$ cat src/core/flash_host_pkg.sv
// constants shared by the flash host controller and its pin sequencer
// assumes a 200 MHz aclk and a 16-bit parallel flash on the far side
// How it works
// RL1 - upper address bits pick an eight-word page, low three pick the word
// RL2 - same page, select held: later words use the short page latency
// RL3 - after select is released, next access uses full initial latency
// RL4 - word index inside a page is the binary of address bits 2..0
// RL5 - flash drives data only with select and output enable both low
// RL6 - after power-up plain reads return array data, no command needed
// RL7 - a bank goes back to array read after program or erase ends
// RL8 - flash latches address at the later falling edge of strobe/select
// RL9 - flash latches data at the earlier rising edge of strobe/select
// RL10 - erase suspend lets reads of unsuspended sectors in that bank
// RL11 - reads inside an erase-suspended sector return status
// RL12 - after program during erase suspend, same read rules apply again
// RL13 - program suspend lets reads of unsuspended sectors in that bank
// RL14 - identifier entry: AA at 555, 55 at 2AA, 90 at 555 in bank
// RL15 - F0 at any address leaves identifier mode
// RL16 - bank bits on third entry write put only that bank in id mode
// RL17 - enter id mode only when no other bank programs or erases
// RL18 - id mode needs no page reads or read-while-write
// RL19 - id low addresses 0,1,E,F give maker and part codes
// RL20 - id low address 2 with sector bits gives protection state
// RL21 - id low address 3 gives lock and handshake indicator bits
// RL22 - other address bits are ignored during identifier reads
// RL23 - after a bad command sequence write reset to restore array read

package flash_host_pkg;
   localparam int ADDR_W = 24;
   localparam int DATA_W = 16;
   localparam int PAGE_LSB = 3;
   // register byte offsets
   localparam logic [7:0] REG_ADDR = 8'h00;
   localparam logic [7:0] REG_WDATA = 8'h04;
   localparam logic [7:0] REG_CMD = 8'h08;
   localparam logic [7:0] REG_STATUS = 8'h0C;
   localparam logic [7:0] REG_RDATA = 8'h10;
   // command field codes in REG_CMD[2:0]
   localparam logic [2:0] CMD_READ = 3'h1;
   localparam logic [2:0] CMD_WRITE = 3'h2;
   localparam logic [2:0] CMD_ID_ENTER = 3'h3;
   localparam logic [2:0] CMD_ID_EXIT = 3'h4;
   // command sequence words
   localparam logic [11:0] UNLOCK1_OFS = 12'h555;
   localparam logic [11:0] UNLOCK2_OFS = 12'h2AA;
   localparam logic [15:0] UNLOCK1_DATA = 16'h00AA;
   localparam logic [15:0] UNLOCK2_DATA = 16'h0055;
   localparam logic [15:0] ID_ENTER_DATA = 16'h0090;
   localparam logic [15:0] ID_EXIT_DATA = 16'h00F0;
   localparam int BANK_BITS = 4;
   // timing in ns and derived cycles at 5 ns
   localparam int CLK_NS = 5;
   localparam int T_INIT_NS = 70;
   localparam int T_PAGE_NS = 25;
   localparam int T_WP_NS = 40;
   localparam int T_REC_NS = 20;
   // two sync stages plus one cycle: sampling right at the limit races
   localparam int INIT_CYC = (T_INIT_NS + CLK_NS - 1) / CLK_NS + 3;
   localparam int PAGE_CYC = (T_PAGE_NS + CLK_NS - 1) / CLK_NS + 3;
   localparam int WP_CYC = (T_WP_NS + CLK_NS - 1) / CLK_NS;
   localparam int REC_CYC = (T_REC_NS + CLK_NS - 1) / CLK_NS;
   localparam int CNT_W = 6;
endpackage : flash_host_pkg

$ cat src/core/flash_pin_seq.sv
// one flash bus cycle (read or write) on the parallel pins
// assumes inputs from the controller on aclk; dq_in from pins, resynced
`timescale 1ns/1ps
module flash_pin_seq (
   // clock and reset
   input wire logic aclk,
   input wire logic aresetn,
   input wire logic ce,
   // request
   input wire logic req,
   input wire logic req_write,
   input wire logic req_hold,
   input wire logic [23:0] req_addr,
   input wire logic [15:0] req_wdata,
   output logic done,
   output logic [15:0] rdata,
   // pins
   output logic ce_n,
   output logic oe_n,
   output logic we_n,
   output logic [23:0] addr,
   input wire logic [15:0] dq_in,
   output logic [15:0] dq_out,
   output logic dq_oe
);
   typedef enum logic [2:0] {S_IDLE, S_RD, S_WSET, S_WHOLD, S_REC} st_t;
   st_t st_r, st_nxt;
   logic [5:0] cnt_r, cnt_nxt;
   logic [15:0] dq_s1_r, dq_s2_r;
   logic page_ok_r, page_ok_nxt;
   logic [20:0] page_r, page_nxt;
   logic done_nxt, ce_n_nxt, oe_n_nxt, we_n_nxt, dq_oe_nxt;
   logic [23:0] addr_nxt;
   logic [15:0] dq_out_nxt, rdata_nxt;

   ////////////////////////////////////////////////////////////////////
   always_comb begin
      st_nxt = st_r;
      cnt_nxt = cnt_r;
      page_ok_nxt = page_ok_r;
      page_nxt = page_r;
      done_nxt = 1'b0;
      ce_n_nxt = ce_n;
      oe_n_nxt = oe_n;
      we_n_nxt = we_n;
      addr_nxt = addr;
      dq_out_nxt = dq_out;
      dq_oe_nxt = dq_oe;
      rdata_nxt = rdata;
      unique case (st_r)
         S_IDLE: if (req) begin
            addr_nxt = req_addr;
            ce_n_nxt = 1'b0;
            if (req_write) begin
               // strobe low after select: address taken at strobe fall
               dq_out_nxt = req_wdata;
               dq_oe_nxt = 1'b1;
               oe_n_nxt = 1'b1;
               cnt_nxt = 6'(flash_host_pkg::WP_CYC);
               page_ok_nxt = 1'b0;
               st_nxt = S_WSET; // RL8
            end else begin
               oe_n_nxt = 1'b0; // RL5
               // same page while select held: short wait
               if (page_ok_r && !ce_n && page_r ==
                   req_addr[23:flash_host_pkg::PAGE_LSB])
                  cnt_nxt = 6'(flash_host_pkg::PAGE_CYC); // RL2 RL4
               else
                  cnt_nxt = 6'(flash_host_pkg::INIT_CYC); // RL3 RL1
               page_nxt = req_addr[23:flash_host_pkg::PAGE_LSB]; // RL1
               st_nxt = S_RD;
            end
         end else if (!req_hold) begin
            ce_n_nxt = 1'b1;
            oe_n_nxt = 1'b1;
            page_ok_nxt = 1'b0; // RL3
         end
         S_RD: if (cnt_r == 6'h00) begin
            // two sync stages add latency; counted in the cycle figure
            rdata_nxt = dq_s2_r;
            done_nxt = 1'b1;
            page_ok_nxt = 1'b1;
            st_nxt = S_IDLE;
         end else
            cnt_nxt = cnt_r - 6'h01;
         S_WSET: begin
            we_n_nxt = 1'b0;
            st_nxt = S_WHOLD;
         end
         S_WHOLD: if (cnt_r == 6'h00) begin
            we_n_nxt = 1'b1; // RL9
            cnt_nxt = 6'(flash_host_pkg::REC_CYC);
            st_nxt = S_REC;
         end else
            cnt_nxt = cnt_r - 6'h01;
         S_REC: if (cnt_r == 6'h00) begin
            dq_oe_nxt = 1'b0;
            ce_n_nxt = 1'b1;
            done_nxt = 1'b1;
            st_nxt = S_IDLE;
         end else
            cnt_nxt = cnt_r - 6'h01;
      endcase
   end

   always_ff @(posedge aclk) begin
      if (!aresetn) begin
         st_r <= S_IDLE;
         cnt_r <= 6'h00;
         page_ok_r <= 1'b0;
         page_r <= 21'h000000;
         done <= 1'b0;
         ce_n <= 1'b1;
         oe_n <= 1'b1;
         we_n <= 1'b1;
         addr <= 24'h000000;
         dq_out <= 16'h0000;
         dq_oe <= 1'b0;
         rdata <= 16'h0000;
         dq_s1_r <= 16'h0000;
         dq_s2_r <= 16'h0000;
      end else if (ce) begin
         st_r <= st_nxt;
         cnt_r <= cnt_nxt;
         page_ok_r <= page_ok_nxt;
         page_r <= page_nxt;
         done <= done_nxt;
         ce_n <= ce_n_nxt;
         oe_n <= oe_n_nxt;
         we_n <= we_n_nxt;
         addr <= addr_nxt;
         dq_out <= dq_out_nxt;
         dq_oe <= dq_oe_nxt;
         rdata <= rdata_nxt;
         dq_s1_r <= dq_in;
         dq_s2_r <= dq_s1_r;
      end
   end
endmodule : flash_pin_seq

$ cat src/core/flash_host.sv
// host-side flash controller: AXI4-Lite registers to flash pin cycles
// assumes one aclk domain; flash pins asynchronous, data resynced
`timescale 1ns/1ps
module flash_host (
   // clock and reset
   input wire logic aclk,
   input wire logic aresetn,
   input wire logic clk_en,
   // axi4-lite slave
   input wire logic [7:0] s_axi_awaddr,
   input wire logic s_axi_awvalid,
   output logic s_axi_awready,
   input wire logic [31:0] s_axi_wdata,
   input wire logic [3:0] s_axi_wstrb,
   input wire logic s_axi_wvalid,
   output logic s_axi_wready,
   output logic [1:0] s_axi_bresp,
   output logic s_axi_bvalid,
   input wire logic s_axi_bready,
   input wire logic [7:0] s_axi_araddr,
   input wire logic s_axi_arvalid,
   output logic s_axi_arready,
   output logic [31:0] s_axi_rdata,
   output logic [1:0] s_axi_rresp,
   output logic s_axi_rvalid,
   input wire logic s_axi_rready,
   // flash pins
   output logic flash_ce_n,
   output logic flash_oe_n,
   output logic flash_we_n,
   output logic [23:0] flash_addr,
   input wire logic [15:0] flash_dq_in,
   output logic [15:0] flash_dq_out,
   output logic flash_dq_oe
);
   typedef enum logic [2:0] {C_IDLE, C_ONE, C_SEQ1, C_SEQ2, C_SEQ3}
      cst_t;
   cst_t cst_r, cst_nxt;
   logic [23:0] addr_r, addr_nxt;
   logic [15:0] wdata_r, wdata_nxt;
   logic hold_r, hold_nxt;
   logic busy_r, busy_nxt;
   logic idmode_r, idmode_nxt;
   logic bad_r, bad_nxt;
   logic req_r, req_nxt, rw_r, rw_nxt;
   logic [23:0] raddr_r, raddr_nxt;
   logic [15:0] rwd_r, rwd_nxt;
   logic aw_ok_r, aw_ok_nxt, w_ok_r, w_ok_nxt;
   logic [7:0] awa_r, awa_nxt;
   logic [31:0] wd_r, wd_nxt;
   logic bvalid_nxt, rvalid_nxt;
   logic [1:0] bresp_nxt, rresp_nxt;
   logic [31:0] rdata_nxt;
   logic seq_done;
   logic [15:0] seq_rdata;

   // bank-relative command address: bank bits kept, offset replaced
   function automatic logic [23:0] cmd_addr(input logic [23:0] a,
                                            input logic [11:0] ofs);
      cmd_addr = {a[23:20], 8'h00, ofs};
   endfunction : cmd_addr

   flash_pin_seq u_seq (
      .aclk(aclk),
      .aresetn(aresetn),
      .ce(clk_en),
      .req(req_r),
      .req_write(rw_r),
      .req_hold(hold_r),
      .req_addr(raddr_r),
      .req_wdata(rwd_r),
      .done(seq_done),
      .rdata(seq_rdata),
      .ce_n(flash_ce_n),
      .oe_n(flash_oe_n),
      .we_n(flash_we_n),
      .addr(flash_addr),
      .dq_in(flash_dq_in),
      .dq_out(flash_dq_out),
      .dq_oe(flash_dq_oe)
   );

   ////////////////////////////////////////////////////////////////////
   // register slave and command sequencer
   always_comb begin
      cst_nxt = cst_r;
      addr_nxt = addr_r;
      wdata_nxt = wdata_r;
      hold_nxt = hold_r;
      busy_nxt = busy_r;
      idmode_nxt = idmode_r;
      bad_nxt = bad_r;
      req_nxt = 1'b0;
      rw_nxt = rw_r;
      raddr_nxt = raddr_r;
      rwd_nxt = rwd_r;
      aw_ok_nxt = aw_ok_r;
      w_ok_nxt = w_ok_r;
      awa_nxt = awa_r;
      wd_nxt = wd_r;
      bvalid_nxt = s_axi_bvalid;
      bresp_nxt = s_axi_bresp;
      rvalid_nxt = s_axi_rvalid;
      rresp_nxt = s_axi_rresp;
      rdata_nxt = s_axi_rdata;
      if (s_axi_awvalid && s_axi_awready) begin
         aw_ok_nxt = 1'b1;
         awa_nxt = s_axi_awaddr;
      end
      if (s_axi_wvalid && s_axi_wready) begin
         w_ok_nxt = 1'b1;
         wd_nxt = s_axi_wdata;
      end
      if (s_axi_bvalid && s_axi_bready)
         bvalid_nxt = 1'b0;
      if (s_axi_rvalid && s_axi_rready)
         rvalid_nxt = 1'b0;
      // write completes once both halves are held
      if (aw_ok_r && w_ok_r && !s_axi_bvalid) begin
         aw_ok_nxt = 1'b0;
         w_ok_nxt = 1'b0;
         bvalid_nxt = 1'b1;
         bresp_nxt = 2'b00;
         unique case (awa_r)
            flash_host_pkg::REG_ADDR: addr_nxt = wd_r[23:0];
            flash_host_pkg::REG_WDATA: wdata_nxt = wd_r[15:0];
            flash_host_pkg::REG_CMD:
               if (busy_r) bresp_nxt = 2'b10; // RL17
               else begin
                  hold_nxt = wd_r[8];
                  bad_nxt = 1'b0;
                  unique case (wd_r[2:0])
                     flash_host_pkg::CMD_READ: begin
                        req_nxt = 1'b1;
                        rw_nxt = 1'b0;
                        raddr_nxt = addr_r;
                        busy_nxt = 1'b1;
                        cst_nxt = C_ONE;
                     end
                     flash_host_pkg::CMD_WRITE: begin
                        req_nxt = 1'b1;
                        rw_nxt = 1'b1;
                        raddr_nxt = addr_r;
                        rwd_nxt = wdata_r;
                        busy_nxt = 1'b1;
                        cst_nxt = C_ONE;
                     end
                     flash_host_pkg::CMD_ID_ENTER: begin
                        req_nxt = 1'b1;
                        rw_nxt = 1'b1;
                        raddr_nxt = cmd_addr(addr_r,
                           flash_host_pkg::UNLOCK1_OFS); // RL14 RL16
                        rwd_nxt = flash_host_pkg::UNLOCK1_DATA;
                        busy_nxt = 1'b1;
                        cst_nxt = C_SEQ1;
                     end
                     flash_host_pkg::CMD_ID_EXIT: begin
                        req_nxt = 1'b1;
                        rw_nxt = 1'b1;
                        raddr_nxt = addr_r;
                        rwd_nxt = flash_host_pkg::ID_EXIT_DATA; // RL15 RL23
                        busy_nxt = 1'b1;
                        idmode_nxt = 1'b0;
                        cst_nxt = C_ONE;
                     end
                     default: bad_nxt = 1'b1;
                  endcase
               end
            default: bresp_nxt = 2'b10;
         endcase
      end
      if (s_axi_arvalid && s_axi_arready) begin
         rvalid_nxt = 1'b1;
         rresp_nxt = 2'b00;
         unique case (s_axi_araddr)
            flash_host_pkg::REG_ADDR: rdata_nxt = {8'h00, addr_r};
            flash_host_pkg::REG_WDATA: rdata_nxt = {16'h0000, wdata_r};
            flash_host_pkg::REG_CMD: rdata_nxt = {23'h000000, hold_r,
                                                  8'h00};
            flash_host_pkg::REG_STATUS: rdata_nxt = {29'h00000000, bad_r,
                                                     idmode_r, busy_r};
            flash_host_pkg::REG_RDATA: rdata_nxt = {16'h0000, seq_rdata};
            default: begin
               rdata_nxt = 32'h00000000;
               rresp_nxt = 2'b10;
            end
         endcase
      end
      if (seq_done) begin
         unique case (cst_r)
            C_SEQ1: begin
               req_nxt = 1'b1;
               raddr_nxt = cmd_addr(addr_r, flash_host_pkg::UNLOCK2_OFS);
               rwd_nxt = flash_host_pkg::UNLOCK2_DATA; // RL14
               cst_nxt = C_SEQ2;
            end
            C_SEQ2: begin
               req_nxt = 1'b1;
               raddr_nxt = cmd_addr(addr_r, flash_host_pkg::UNLOCK1_OFS);
               rwd_nxt = flash_host_pkg::ID_ENTER_DATA; // RL14
               cst_nxt = C_SEQ3;
            end
            C_SEQ3: begin
               idmode_nxt = 1'b1;
               busy_nxt = 1'b0;
               cst_nxt = C_IDLE;
            end
            default: begin
               busy_nxt = 1'b0;
               cst_nxt = C_IDLE;
            end
         endcase
      end
   end

   always_ff @(posedge aclk) begin
      if (!aresetn) begin
         cst_r <= C_IDLE;
         addr_r <= 24'h000000;
         wdata_r <= 16'h0000;
         hold_r <= 1'b0;
         busy_r <= 1'b0;
         idmode_r <= 1'b0; // RL6
         bad_r <= 1'b0;
         req_r <= 1'b0;
         rw_r <= 1'b0;
         raddr_r <= 24'h000000;
         rwd_r <= 16'h0000;
         aw_ok_r <= 1'b0;
         w_ok_r <= 1'b0;
         awa_r <= 8'h00;
         wd_r <= 32'h00000000;
         s_axi_bvalid <= 1'b0;
         s_axi_bresp <= 2'b00;
         s_axi_rvalid <= 1'b0;
         s_axi_rresp <= 2'b00;
         s_axi_rdata <= 32'h00000000;
         s_axi_awready <= 1'b0;
         s_axi_wready <= 1'b0;
         s_axi_arready <= 1'b0;
      end else if (clk_en) begin
         cst_r <= cst_nxt;
         addr_r <= addr_nxt;
         wdata_r <= wdata_nxt;
         hold_r <= hold_nxt;
         busy_r <= busy_nxt;
         idmode_r <= idmode_nxt;
         bad_r <= bad_nxt;
         req_r <= req_nxt;
         rw_r <= rw_nxt;
         raddr_r <= raddr_nxt;
         rwd_r <= rwd_nxt;
         aw_ok_r <= aw_ok_nxt;
         w_ok_r <= w_ok_nxt;
         awa_r <= awa_nxt;
         wd_r <= wd_nxt;
         s_axi_bvalid <= bvalid_nxt;
         s_axi_bresp <= bresp_nxt;
         s_axi_rvalid <= rvalid_nxt;
         s_axi_rresp <= rresp_nxt;
         s_axi_rdata <= rdata_nxt;
         // ready only while the matching half is not yet held, arready only while no read answer is pending
         s_axi_awready <= !aw_ok_nxt && !s_axi_awready;
         s_axi_wready <= !w_ok_nxt && !s_axi_wready;
         s_axi_arready <= !rvalid_nxt && !s_axi_arready;
      end
   end
endmodule : flash_host

$ cat config.mk
export PLATFORM = sky130hd
export DESIGN_NAME = flash_host
export DESIGN_NICKNAME = d
export VERILOG_FILES = /design/src/core/flash_host_pkg.sv /design/src/core/flash_pin_seq.sv /design/src/core/flash_host.sv
export SDC_FILE = /design/constraint.sdc
export NUM_CORES = 1
export LEC_CHECK = 0
export ABC_CLOCK_PERIOD_IN_PS = 3950
export BUFFER_PORTS_ARGS = -buffer_cell sky130_fd_sc_hd__buf_4
export CAP_MARGIN = 20
export CORE_MARGIN = 5
export CORE_UTILIZATION = 50
export DETAILED_ROUTE_END_ITERATION = 8
export PLACE_DENSITY = 0.71
export SYNTH_ARGS = -nofsm -noshare
export SYNTH_HDL_FRONTEND = slang
export SYNTH_SLANG_ARGS = --single-unit
export TNS_END_PERCENT = 1
$ cat constraint.sdc
create_clock -name aclk -period 3.95 [get_ports aclk]
set_input_delay 0.395 -clock aclk [delete_from_list [all_inputs] [get_ports aclk]]
set_output_delay 0.395 -clock aclk [all_outputs]
set_load 0.03 [all_outputs]
==> results.cfg, run 1 <==
[cells_and_area]
n_antenna_cell = 0
final_common_cell = nand2_1
mostFrequentLayoutCells = nand2_1, dfxtp_1, a21oi_1, buf_4, o21ai_0
drive_gt1_frac = 0.1514
areaGrowthSynthToFinish_pct = 18.21
fill_cells = 1983
final_util = 0.6054
final_nets = 1535

[clocking]
numCtsBuffers = 28
cts_root_buf = clkbuf_16
cts_tree = built
htree_levels = 1
clk_latency_ns = 0.54
clockBufferDepth = 3
postCtsHoldBufs = 0
clk_pin_slew_ns = 0.06
cts_setup_buffers = 0
post_cts_resized = 0
cts_sinks = 278

[synth]
seq_area_frac_synth = 0.4949
async_flop_share = 0
syn_inst = 1370
ys.flop_type = dfxtp_1
syn_area_sq_mm = 0.01125
synth_warnings = 0
synth_cell_type_count = 69
syn_avg_cell_area_sq_um = 8.209
synth-edff-count = 0
ys_seq_elements = 278

[global_route]
grt_max_degree = 104
grt_pass1_wl_um = 47390
grt_overflow = 0
track_usage = 0.2188
antenna_found_initial = 0
grt_pass1_vias = 9213

[worst_hold_path]
worstHoldPathType = input port to flip-flop

[timing]
min_period_ns = 2.615
period_share = 0.6620
layout_setup_ws_ns = 1.335
whs_ns = 0.08793
setup_viol = 0
tightest_slew_ns = 1.025
maxSlewViolCount = 0
finClkSkew_ns = 0.01289
fmax_mhz = 382.4
tns_ns = 0
rsz0062_at_grt = no
final_hold_viol_count = 0
slew_headroom = 0.3128

[floorplanning]
die_h_um = 160.0
rows = 54
start_util = 0.5121
core_area_sq_mm = 0.02196
die_area_sq_mm = 0.02559
die_w_um = 160.0
io_pins = 161

[placed_design]
dp_hpwl_um = 20290
place_ws_ns = 1.335
gp_congestion = 0.9341
port_buffers = 138

[route]
dr_total_vias = 9846
drc = 0
drt_iter0_markers = 931
ant_nets = 0
routed_wl_um = 29310
wl_per_cell_um = 16.65
via_per_inst = 5.594
drt_first_pass_iters = 6

[run_status]
outcome = finished clean

[setup_path]
cp.arrival_ns = 3.08
start_kind = flip-flop
path_class = flip-flop to flip-flop
cp-end-kind = flip-flop
cp_data_required_time_ns = 4.41
critPathMaxFanout = 28

[flow_run]
maxCapViolations = 0

[pwr]
power_uw = 5876
power_density_mw_per_mm2 = 442.0
peakVddDrop_mv = 0.3497
p_leak_uw = 0.004985
[worst max-delay path, cell delays in order, from the launching register on]
cell and delay, ns:
dfxtp_1 0.44, or3b_2 0.58, nor2_4 0.54, and2_1 0.68
nand2_1 0.14, a21oi_1 0.15
[power breakdown]
group	internal, uW	switching (uW)	total, uW
logic	93.2	154	247
clock network	1660	1100	2770
registers	2840	27.0	2860
[logic make-up after synthesis]
family / after synthesis / synth area share
and+or+nand+nor: 531 / 0.2116
AOI/OAI and AO/OA: 371 / 0.1871
DFF: 278 / 0.4949
buffers and inverters: 118 / 0.04562
muxes: 42 / 0.03749
xor gates and xnor gates: 28 / 0.02181
adders and majority gates: 1 / 0.001112
other: 1 / 0.0003335
[sequential cells by signal, summed over array words and instances (netlist names), 6 cells and up]
signal         count
u_seq.cnt_r        6
u_seq.dq_out      16
rwd_r             16
u_seq.dq_s2_r     16
wd_r              24
s_axi_rdata       24
u_seq.rdata       16
wdata_r           16
u_seq.page_r      21
raddr_r           24
addr_r            24
awa_r              8
u_seq.addr        24
u_seq.dq_s1_r     16
[synthesized netlist by cell type, drive strengths merged, types with 4 or more instances]
library cell | instances | area share
nor2b | 5 | 0.0028
a211oi | 7 | 0.0047
nor3 | 15 | 0.0085
nor3b | 4 | 0.0031
o21a | 6 | 0.0040
nand3 | 25 | 0.011
a31oi | 5 | 0.0028
buf | 33 | 0.017
nand2b | 11 | 0.0061
or3 | 4 | 0.0022
mux2i | 41 | 0.036
inv | 15 | 0.0050
o21ai | 90 | 0.040
a21oi | 208 | 0.093
a222oi | 12 | 0.011
nand4 | 4 | 0.0022
o211a | 5 | 0.0045
nand3b | 4 | 0.0027
nor2 | 76 | 0.027
a221oi | 5 | 0.0039
dfxtp | 278 | 0.49
xor2 | 25 | 0.019
nor4 | 15 | 0.0089
nand2 | 342 | 0.11
and3 | 4 | 0.0022
a21boi | 4 | 0.0027
clkbuf | 70 | 0.023
o22ai | 5 | 0.0028
or3b | 4 | 0.0031
[metrics by stage]
stage / instance area [sq um] / instances
after floorplan: 11280 / 1379
after global placement: 12320 / 1708
after detailed placement: 12320 / 1708
after CTS: 13290 / 1760
after global routing: 13290 / 1760
final: 13290 / 1760
[cell type report]
cell class / count / area (sq um) / share of cell area
well taps: 280 / 350.3 / 0.02635
clock inverters: 13 / 182.7 / 0.01374
repair buffers: 152 / 1141 / 0.08583
multi-input cells: 983 / 5201 / 0.3912
inverters: 15 / 61.31 / 0.004612
flip-flops and latches: 278 / 5565 / 0.4186
clock buffers: 39 / 792.0 / 0.05958
[layer usage]
| metal | global-route usage | share of wire | up-vias |
|---|---|---|---|
| li1 | - | - | 4865 |
| met1 | 0.2968 | 0.43 | 4645 |
| met2 | 0.3649 | 0.48 | 285 |
| met3 | 0.03015 | 0.057 | 51 |
| met4 | 0.06570 | 0.028 | 0 |
| met5 | 0 | 0 | - |
[final timing paths]
path | start | to | slack (ns) | depth (start not counted)
hold / removal | flash_dq_in[11] | u_seq.dq_s1_r[11] | 0.09 | 3
hold reg to reg | s_axi_rdata[18] | s_axi_rdata[18] | 0.45 | 2
setup reg to reg | u_seq.st_r[0] | u_seq.dq_out[11] | 1.34 | 5
setup / recovery | u_seq.st_r[0] | u_seq.dq_out[11] | 1.34 | 5
Power figures use the tool's default switching activity.
==> run 2, diff against run 1 <==
--- a/config.mk
+++ b/config.mk
@@ -5,13 +5,13 @@
 export SDC_FILE = /design/constraint.sdc
 export NUM_CORES = 1
 export LEC_CHECK = 0
-export ABC_CLOCK_PERIOD_IN_PS = 3950
+export ABC_CLOCK_PERIOD_IN_PS = 2100
 export BUFFER_PORTS_ARGS = -buffer_cell sky130_fd_sc_hd__buf_4
 export CAP_MARGIN = 20
 export CORE_MARGIN = 5
 export CORE_UTILIZATION = 50
 export DETAILED_ROUTE_END_ITERATION = 8
-export PLACE_DENSITY = 0.71
+export PLACE_DENSITY = 0.74
 export SYNTH_ARGS = -nofsm -noshare
 export SYNTH_HDL_FRONTEND = slang
 export SYNTH_SLANG_ARGS = --single-unit
==> constraint.sdc (replaced) <==
create_clock -name aclk -period 2.1 [get_ports aclk]
set_input_delay 0.21 -clock aclk [delete_from_list [all_inputs] [get_ports aclk]]
set_output_delay 0.21 -clock aclk [all_outputs]
set_load 0.03 [all_outputs]
==> run 2 against run 1 <==
Net effect:
- routed wire length rose by 5.4%
- critical path type unchanged
- die area did not move
- global-route usage rose by 1.3 points
- sequential power rose by 88%
- largest power group unchanged
- via count rose by 3.8%
- worst setup slack got worse by 1.2 ns
==> results.cfg, run 2 (synthesis gave the netlist of run 1 again) <==
[setup_path]
r2r_slack_ns = 0.13
crit_family = simple AND/OR/NAND/NOR gates
cp.arrival_ns = 2.38
reg2reg_from = awa_r[0]
r2r_end = wdata_r[12]
cpPeakStageDelay_ns = 0.42
start_kind = flip-flop
path_class = flip-flop to flip-flop
critPathMaxFanout = 16
cp_data_required_time_ns = 2.51
cp.buffers_inverters = 1
crit_slowest_cell = or3b_1
worstRegToRegCells = 6
cp-end-kind = flip-flop
cp_cell_sequence = nor4_4, nand3_1, or3b_1, buf_4, nand2_1, a21oi_1

[clocking]
clk_pin_slew_ns = 0.06
htree_levels = 1
clk_latency_ns = 0.56
numCtsBuffers = 28
cts_sinks = 278
cts_tree = built
clockBufferDepth = 3
cts_root_buf = clkbuf_16

[cells_and_area]
design_area_sq_mm = 0.01416
final_common_cell = nand2_1
fill_cells = 1806
final_nets = 1620
drive_gt1_frac = 0.1675
fin_cells = 1844
n_antenna_cell = 0
multi_input_area_sq_mm = 0.005246
areaGrowthSynthToFinish_pct = 25.88
final-seq-area_sq_mm = 0.005565
mostFrequentLayoutCells = nand2_1, dfxtp_1, a21oi_1, buf_4

[run_status]
outcome = finished clean

[placed_design]
gp_congestion = 0.9116
port_buffers = 138
dp_hpwl_um = 20830
place_area_sq_mm = 0.01266
placedCellCount = 1743
place_ws_ns = 0.04929

[floorplanning]
core_area_sq_mm = 0.02196
io_pins = 161
die_w_um = 160.0
rows = 54
die_area_sq_mm = 0.02559
die_h_um = 160.0
start_util = 0.5121

[timing]
final_hold_viol_count = 0
finClkSkew_ns = 0.02594
period_share = 0.9395
slew_headroom = 0.2696
layout_setup_ws_ns = 0.1270
setup_viol = 0
maxSlewViolCount = 0
fmax_mhz = 506.8
min_period_ns = 1.973
tightest_slew_ns = 1.092

[global_route]
antenna_found_initial = 0
grt_pass1_vias = 9742
track_usage = 0.2313
grt_pass1_wl_um = 49810
grt_overflow = 0
grt_max_degree = 129

[route]
drt_first_pass_iters = 7
wl_per_cell_um = 16.75
dr_total_vias = 10220
drc = 0
via_per_inst = 5.542
drt_iter0_markers = 1003
ant_nets = 0
routed_wl_um = 30880

[flow_run]
maxCapViolations = 0

[worst_hold_path]
worst_hold_path.endpoint = s_axi_rvalid
worstHoldPathType = input port to flip-flop
hp-start = s_axi_rready
holdPathStages = 4

[pwr]
power_density_mw_per_mm2 = 784.4
p_leak_uw = 0.005395
peakVddDrop_mv = 1.007
[run 2: per-layer routing]
layer  wire (um)  track usage  part of all wire  up-vias
met5           0            0                 0        -
met4         684      0.05592             0.022        0
met3        1789      0.03170             0.058       54
li1            -            -                 -     5036
met2       15530       0.4069              0.50      326
met1       12880       0.3018              0.42     4804
[run 2: worst min-delay path, cell delays in order]
cell and delay (ns):
buf_4 0.08, inv_1 0.03, o21ai_0 0.14, a21oi_1 0.06
[run 2: worst max path at each step]
stage	from	end	slack (ns)	cells after the start
2_1_floorplan	s_axi_bvalid	wdata_r[12]	0.21	7
3_3_place_gp	s_axi_bvalid	raddr_r[20]	0.1	5
3_5_place_dp	u_seq.cnt_r[0]	u_seq.rdata[13]	0.05	7
4_1_cts	awa_r[0]	wdata_r[12]	0.02	6
5_1_grt	u_seq.cnt_r[0]	u_seq.cnt_r[4]	-0.005	7
6_report	awa_r[0]	wdata_r[12]	0.13	6
[run 2: metrics by stage]
| step | hold slack (ns) | TNS (ns) | utilization | total power, uW |
|---|---|---|---|---|
| floorplan | 0.3460 | 0 | - | 5795 |
| global placement | 0.4386 | 0 | 0.5764 | 5975 |
| detailed placement | 0.4387 | 0 | 0.5764 | 5982 |
| CTS | 0.01883 | 0 | 0.6426 | 11150 |
| global route | 0.07912 | -0.004995 | 0.6447 | 11440 |
| finish | 0.03897 | 0 | 0.6447 | 11100 |
[run 2: power breakdown]
group | internal [uW] | leakage [uW] | switching, uW
Clock | 3090 | 0.000464 | 2050
Sequential | 5330 | 0.00225 | 49.8
Combinational | 251 | 0.00268 | 320
Total | 8680 | 0.00539 | 2420
[run 2: area by class of cell]
class                   instances  share of cell area
repair buffers                237              0.1398
well taps                     280             0.02475
clock buffers                  41             0.05577
flip-flops and latches        278              0.3931
inverters                      15            0.004331
clock inverters                10             0.01158
multi-input cells             983              0.3706
[run 2: repair_timing]
item	4_1_cts	5_1_grt
hold endpoints to repair	50	0
endpoints found under the setup margin	0	90
gates resized for setup	0	12
hold buffers	50	0
buffers inserted	0	0
==> run 3, diff against run 2 <==
--- a/config.mk
+++ b/config.mk
@@ -5,13 +5,13 @@
 export SDC_FILE = /design/constraint.sdc
 export NUM_CORES = 1
 export LEC_CHECK = 0
-export ABC_CLOCK_PERIOD_IN_PS = 2100
+export ABC_CLOCK_PERIOD_IN_PS = 2500
 export BUFFER_PORTS_ARGS = -buffer_cell sky130_fd_sc_hd__buf_4
 export CAP_MARGIN = 20
 export CORE_MARGIN = 5
 export CORE_UTILIZATION = 50
 export DETAILED_ROUTE_END_ITERATION = 8
-export PLACE_DENSITY = 0.74
+export PLACE_DENSITY = 0.71
 export SYNTH_ARGS = -nofsm -noshare
 export SYNTH_HDL_FRONTEND = slang
 export SYNTH_SLANG_ARGS = --single-unit
==> constraint.sdc (replaced) <==
create_clock -name aclk -period 2.5 [get_ports aclk]
set_input_delay 0.25 -clock aclk [delete_from_list [all_inputs] [get_ports aclk]]
set_output_delay 0.25 -clock aclk [all_outputs]
set_load 0.03 [all_outputs]
==> run 3 against run 2 <==
Net effect:
- combinational power down 18%
- hold slack worse by 0.027 ns
- register-to-register slack improved by 0.20 ns
- critical path type unchanged
- largest cell class unchanged
- highest routed layer unchanged
==> results.cfg, run 3 (synthesis gave the netlist of run 1 again) <==
[run_status]
outcome = finished clean

[timing]
period_share = 0.8675
maxSlewViolCount = 0
min_period_ns = 2.169
tns_ns = 0
slew_headroom = 0.4312
whs_ns = 0.01191
rsz0062_at_grt = no
finClkSkew_ns = 0.01139
final_hold_viol_count = 0
tightest_slew_ns = 0.8532
fmax_mhz = 461.1
setup_viol = 0

[worst_hold_path]
holdPathStages = 4
worstHoldPathType = input port to flip-flop
hp-start = s_axi_araddr[1]
worst_hold_path.endpoint = s_axi_rdata[8]

[global_route]
grt_pass1_wl_um = 49690
track_usage = 0.2314
grt_pass1_vias = 9553
grt_overflow = 0
grt_max_degree = 65
antenna_found_initial = 0

[placed_design]
dp_hpwl_um = 21020
gp_congestion = 0.9151
place_area_sq_mm = 0.01249
port_buffers = 138

[setup_path]
r2r_end = wdata_r[15]
cp_data_required_time_ns = 2.93
reg2reg_from = awa_r[0]
r2r_slack_ns = 0.33
worstRegToRegCells = 5
critPathMaxFanout = 16
start_kind = flip-flop
cp.arrival_ns = 2.60
cp-end-kind = flip-flop
path_class = flip-flop to flip-flop

[route]
dr_total_vias = 10094
ant_nets = 0
routed_wl_um = 31050
via_per_inst = 5.525
drc = 0
drt_iter0_markers = 833
drt_first_pass_iters = 8
wl_per_cell_um = 16.99

[pwr]
power_density_mw_per_mm2 = 673.6
p_leak_uw = 0.005293
peakVddDrop_mv = 0.4632

[clocking]
post_cts_resized = 0
cts_tree = built
htree_levels = 1
cts_sinks = 278
numCtsBuffers = 29
cts_root_buf = clkbuf_16
clockBufferDepth = 3
clk_latency_ns = 0.55
clk_pin_slew_ns = 0.06

[cells_and_area]
mostFrequentLayoutCells = nand2_1, dfxtp_1, a21oi_1, buf_4, o21ai_0
design_area_sq_mm = 0.01395
final_common_cell = nand2_1
final_nets = 1602
areaGrowthSynthToFinish_pct = 24.05
drive_gt1_frac = 0.1577
final_util = 0.6353
n_antenna_cell = 0

[floorplanning]
die_w_um = 160.0
rows = 54
die_area_sq_mm = 0.02559
die_h_um = 160.0
io_pins = 161
start_util = 0.5121
core_area_sq_mm = 0.02196

[flow_run]
maxCapViolations = 0
## run 3: changes by cell type in the layout (fill, tap and decap cells not counted), sizes merged
cell         previous run  this run
buf                   187       171
dlygate4sd3            50        47
inv                    15        17
clkbuf                 41        44
clkinvlp                1         2
bufinv                  4         2
clkinv                  5         3
## run 3: layer usage
metal,wire [um],GRT usage
met5,0,0
met4,915,0.06570
met3,1649,0.03376
met2,15090,0.3985
met1,13400,0.3037
## run 3: power breakdown
| part | switching, uW | internal (uW) | total, uW |
|---|---|---|---|
| clock network | 1780 | 2620 | 4400 |
| logic | 265 | 206 | 471 |
| registers | 42.5 | 4480 | 4520 |
## run 3: critical path, stage by stage, from the launching register on
cell     delay, ns
dfxtp_1       0.31
nor4_2        0.44
nand3_1       0.31
or3b_1        0.73
nand2_1       0.18
a21oi_1       0.08
## run 3: area by class of cell
type	instances	area (sq um)
inverters	15	61.31
clock inverters	9	121.4
repair buffers	218	1779
fillers	1897	8008
well taps	280	350.3
multi-input cells	983	5201
flip-flops and latches	278	5565
clock buffers	44	872.1
## run 3: repair_timing
action	4_1_cts	5_1_grt
hold buffers	47	0
buffers inserted	0	0
endpoints found under the hold margin	47	0
## run 3: how the worst max path moves through the flow
stage                 start          end  slack (ns)  depth (start not counted)
2_1_floorplan  s_axi_bvalid  wdata_r[12]        0.61                          7
3_3_place_gp       awa_r[0]   wdata_r[8]        0.37                          5
3_5_place_dp       awa_r[0]  wdata_r[15]        0.36                          5
4_1_cts            awa_r[0]  raddr_r[19]        0.35                          5
5_1_grt            awa_r[0]  raddr_r[15]        0.14                          5
6_report           awa_r[0]  wdata_r[15]        0.33                          5
## run 3: metrics by stage
| step | total power, uW | setup WS [ns] | cells |
|---|---|---|---|
| global route | 9674 | 0.1352 | 1827 |
| CTS | 9437 | 0.3518 | 1827 |
| global placement | 5022 | 0.3734 | 1727 |
| finish | 9397 | 0.3314 | 1827 |
| floorplan | 4868 | 0.6125 | 1379 |
| detailed placement | 5028 | 0.3583 | 1727 |
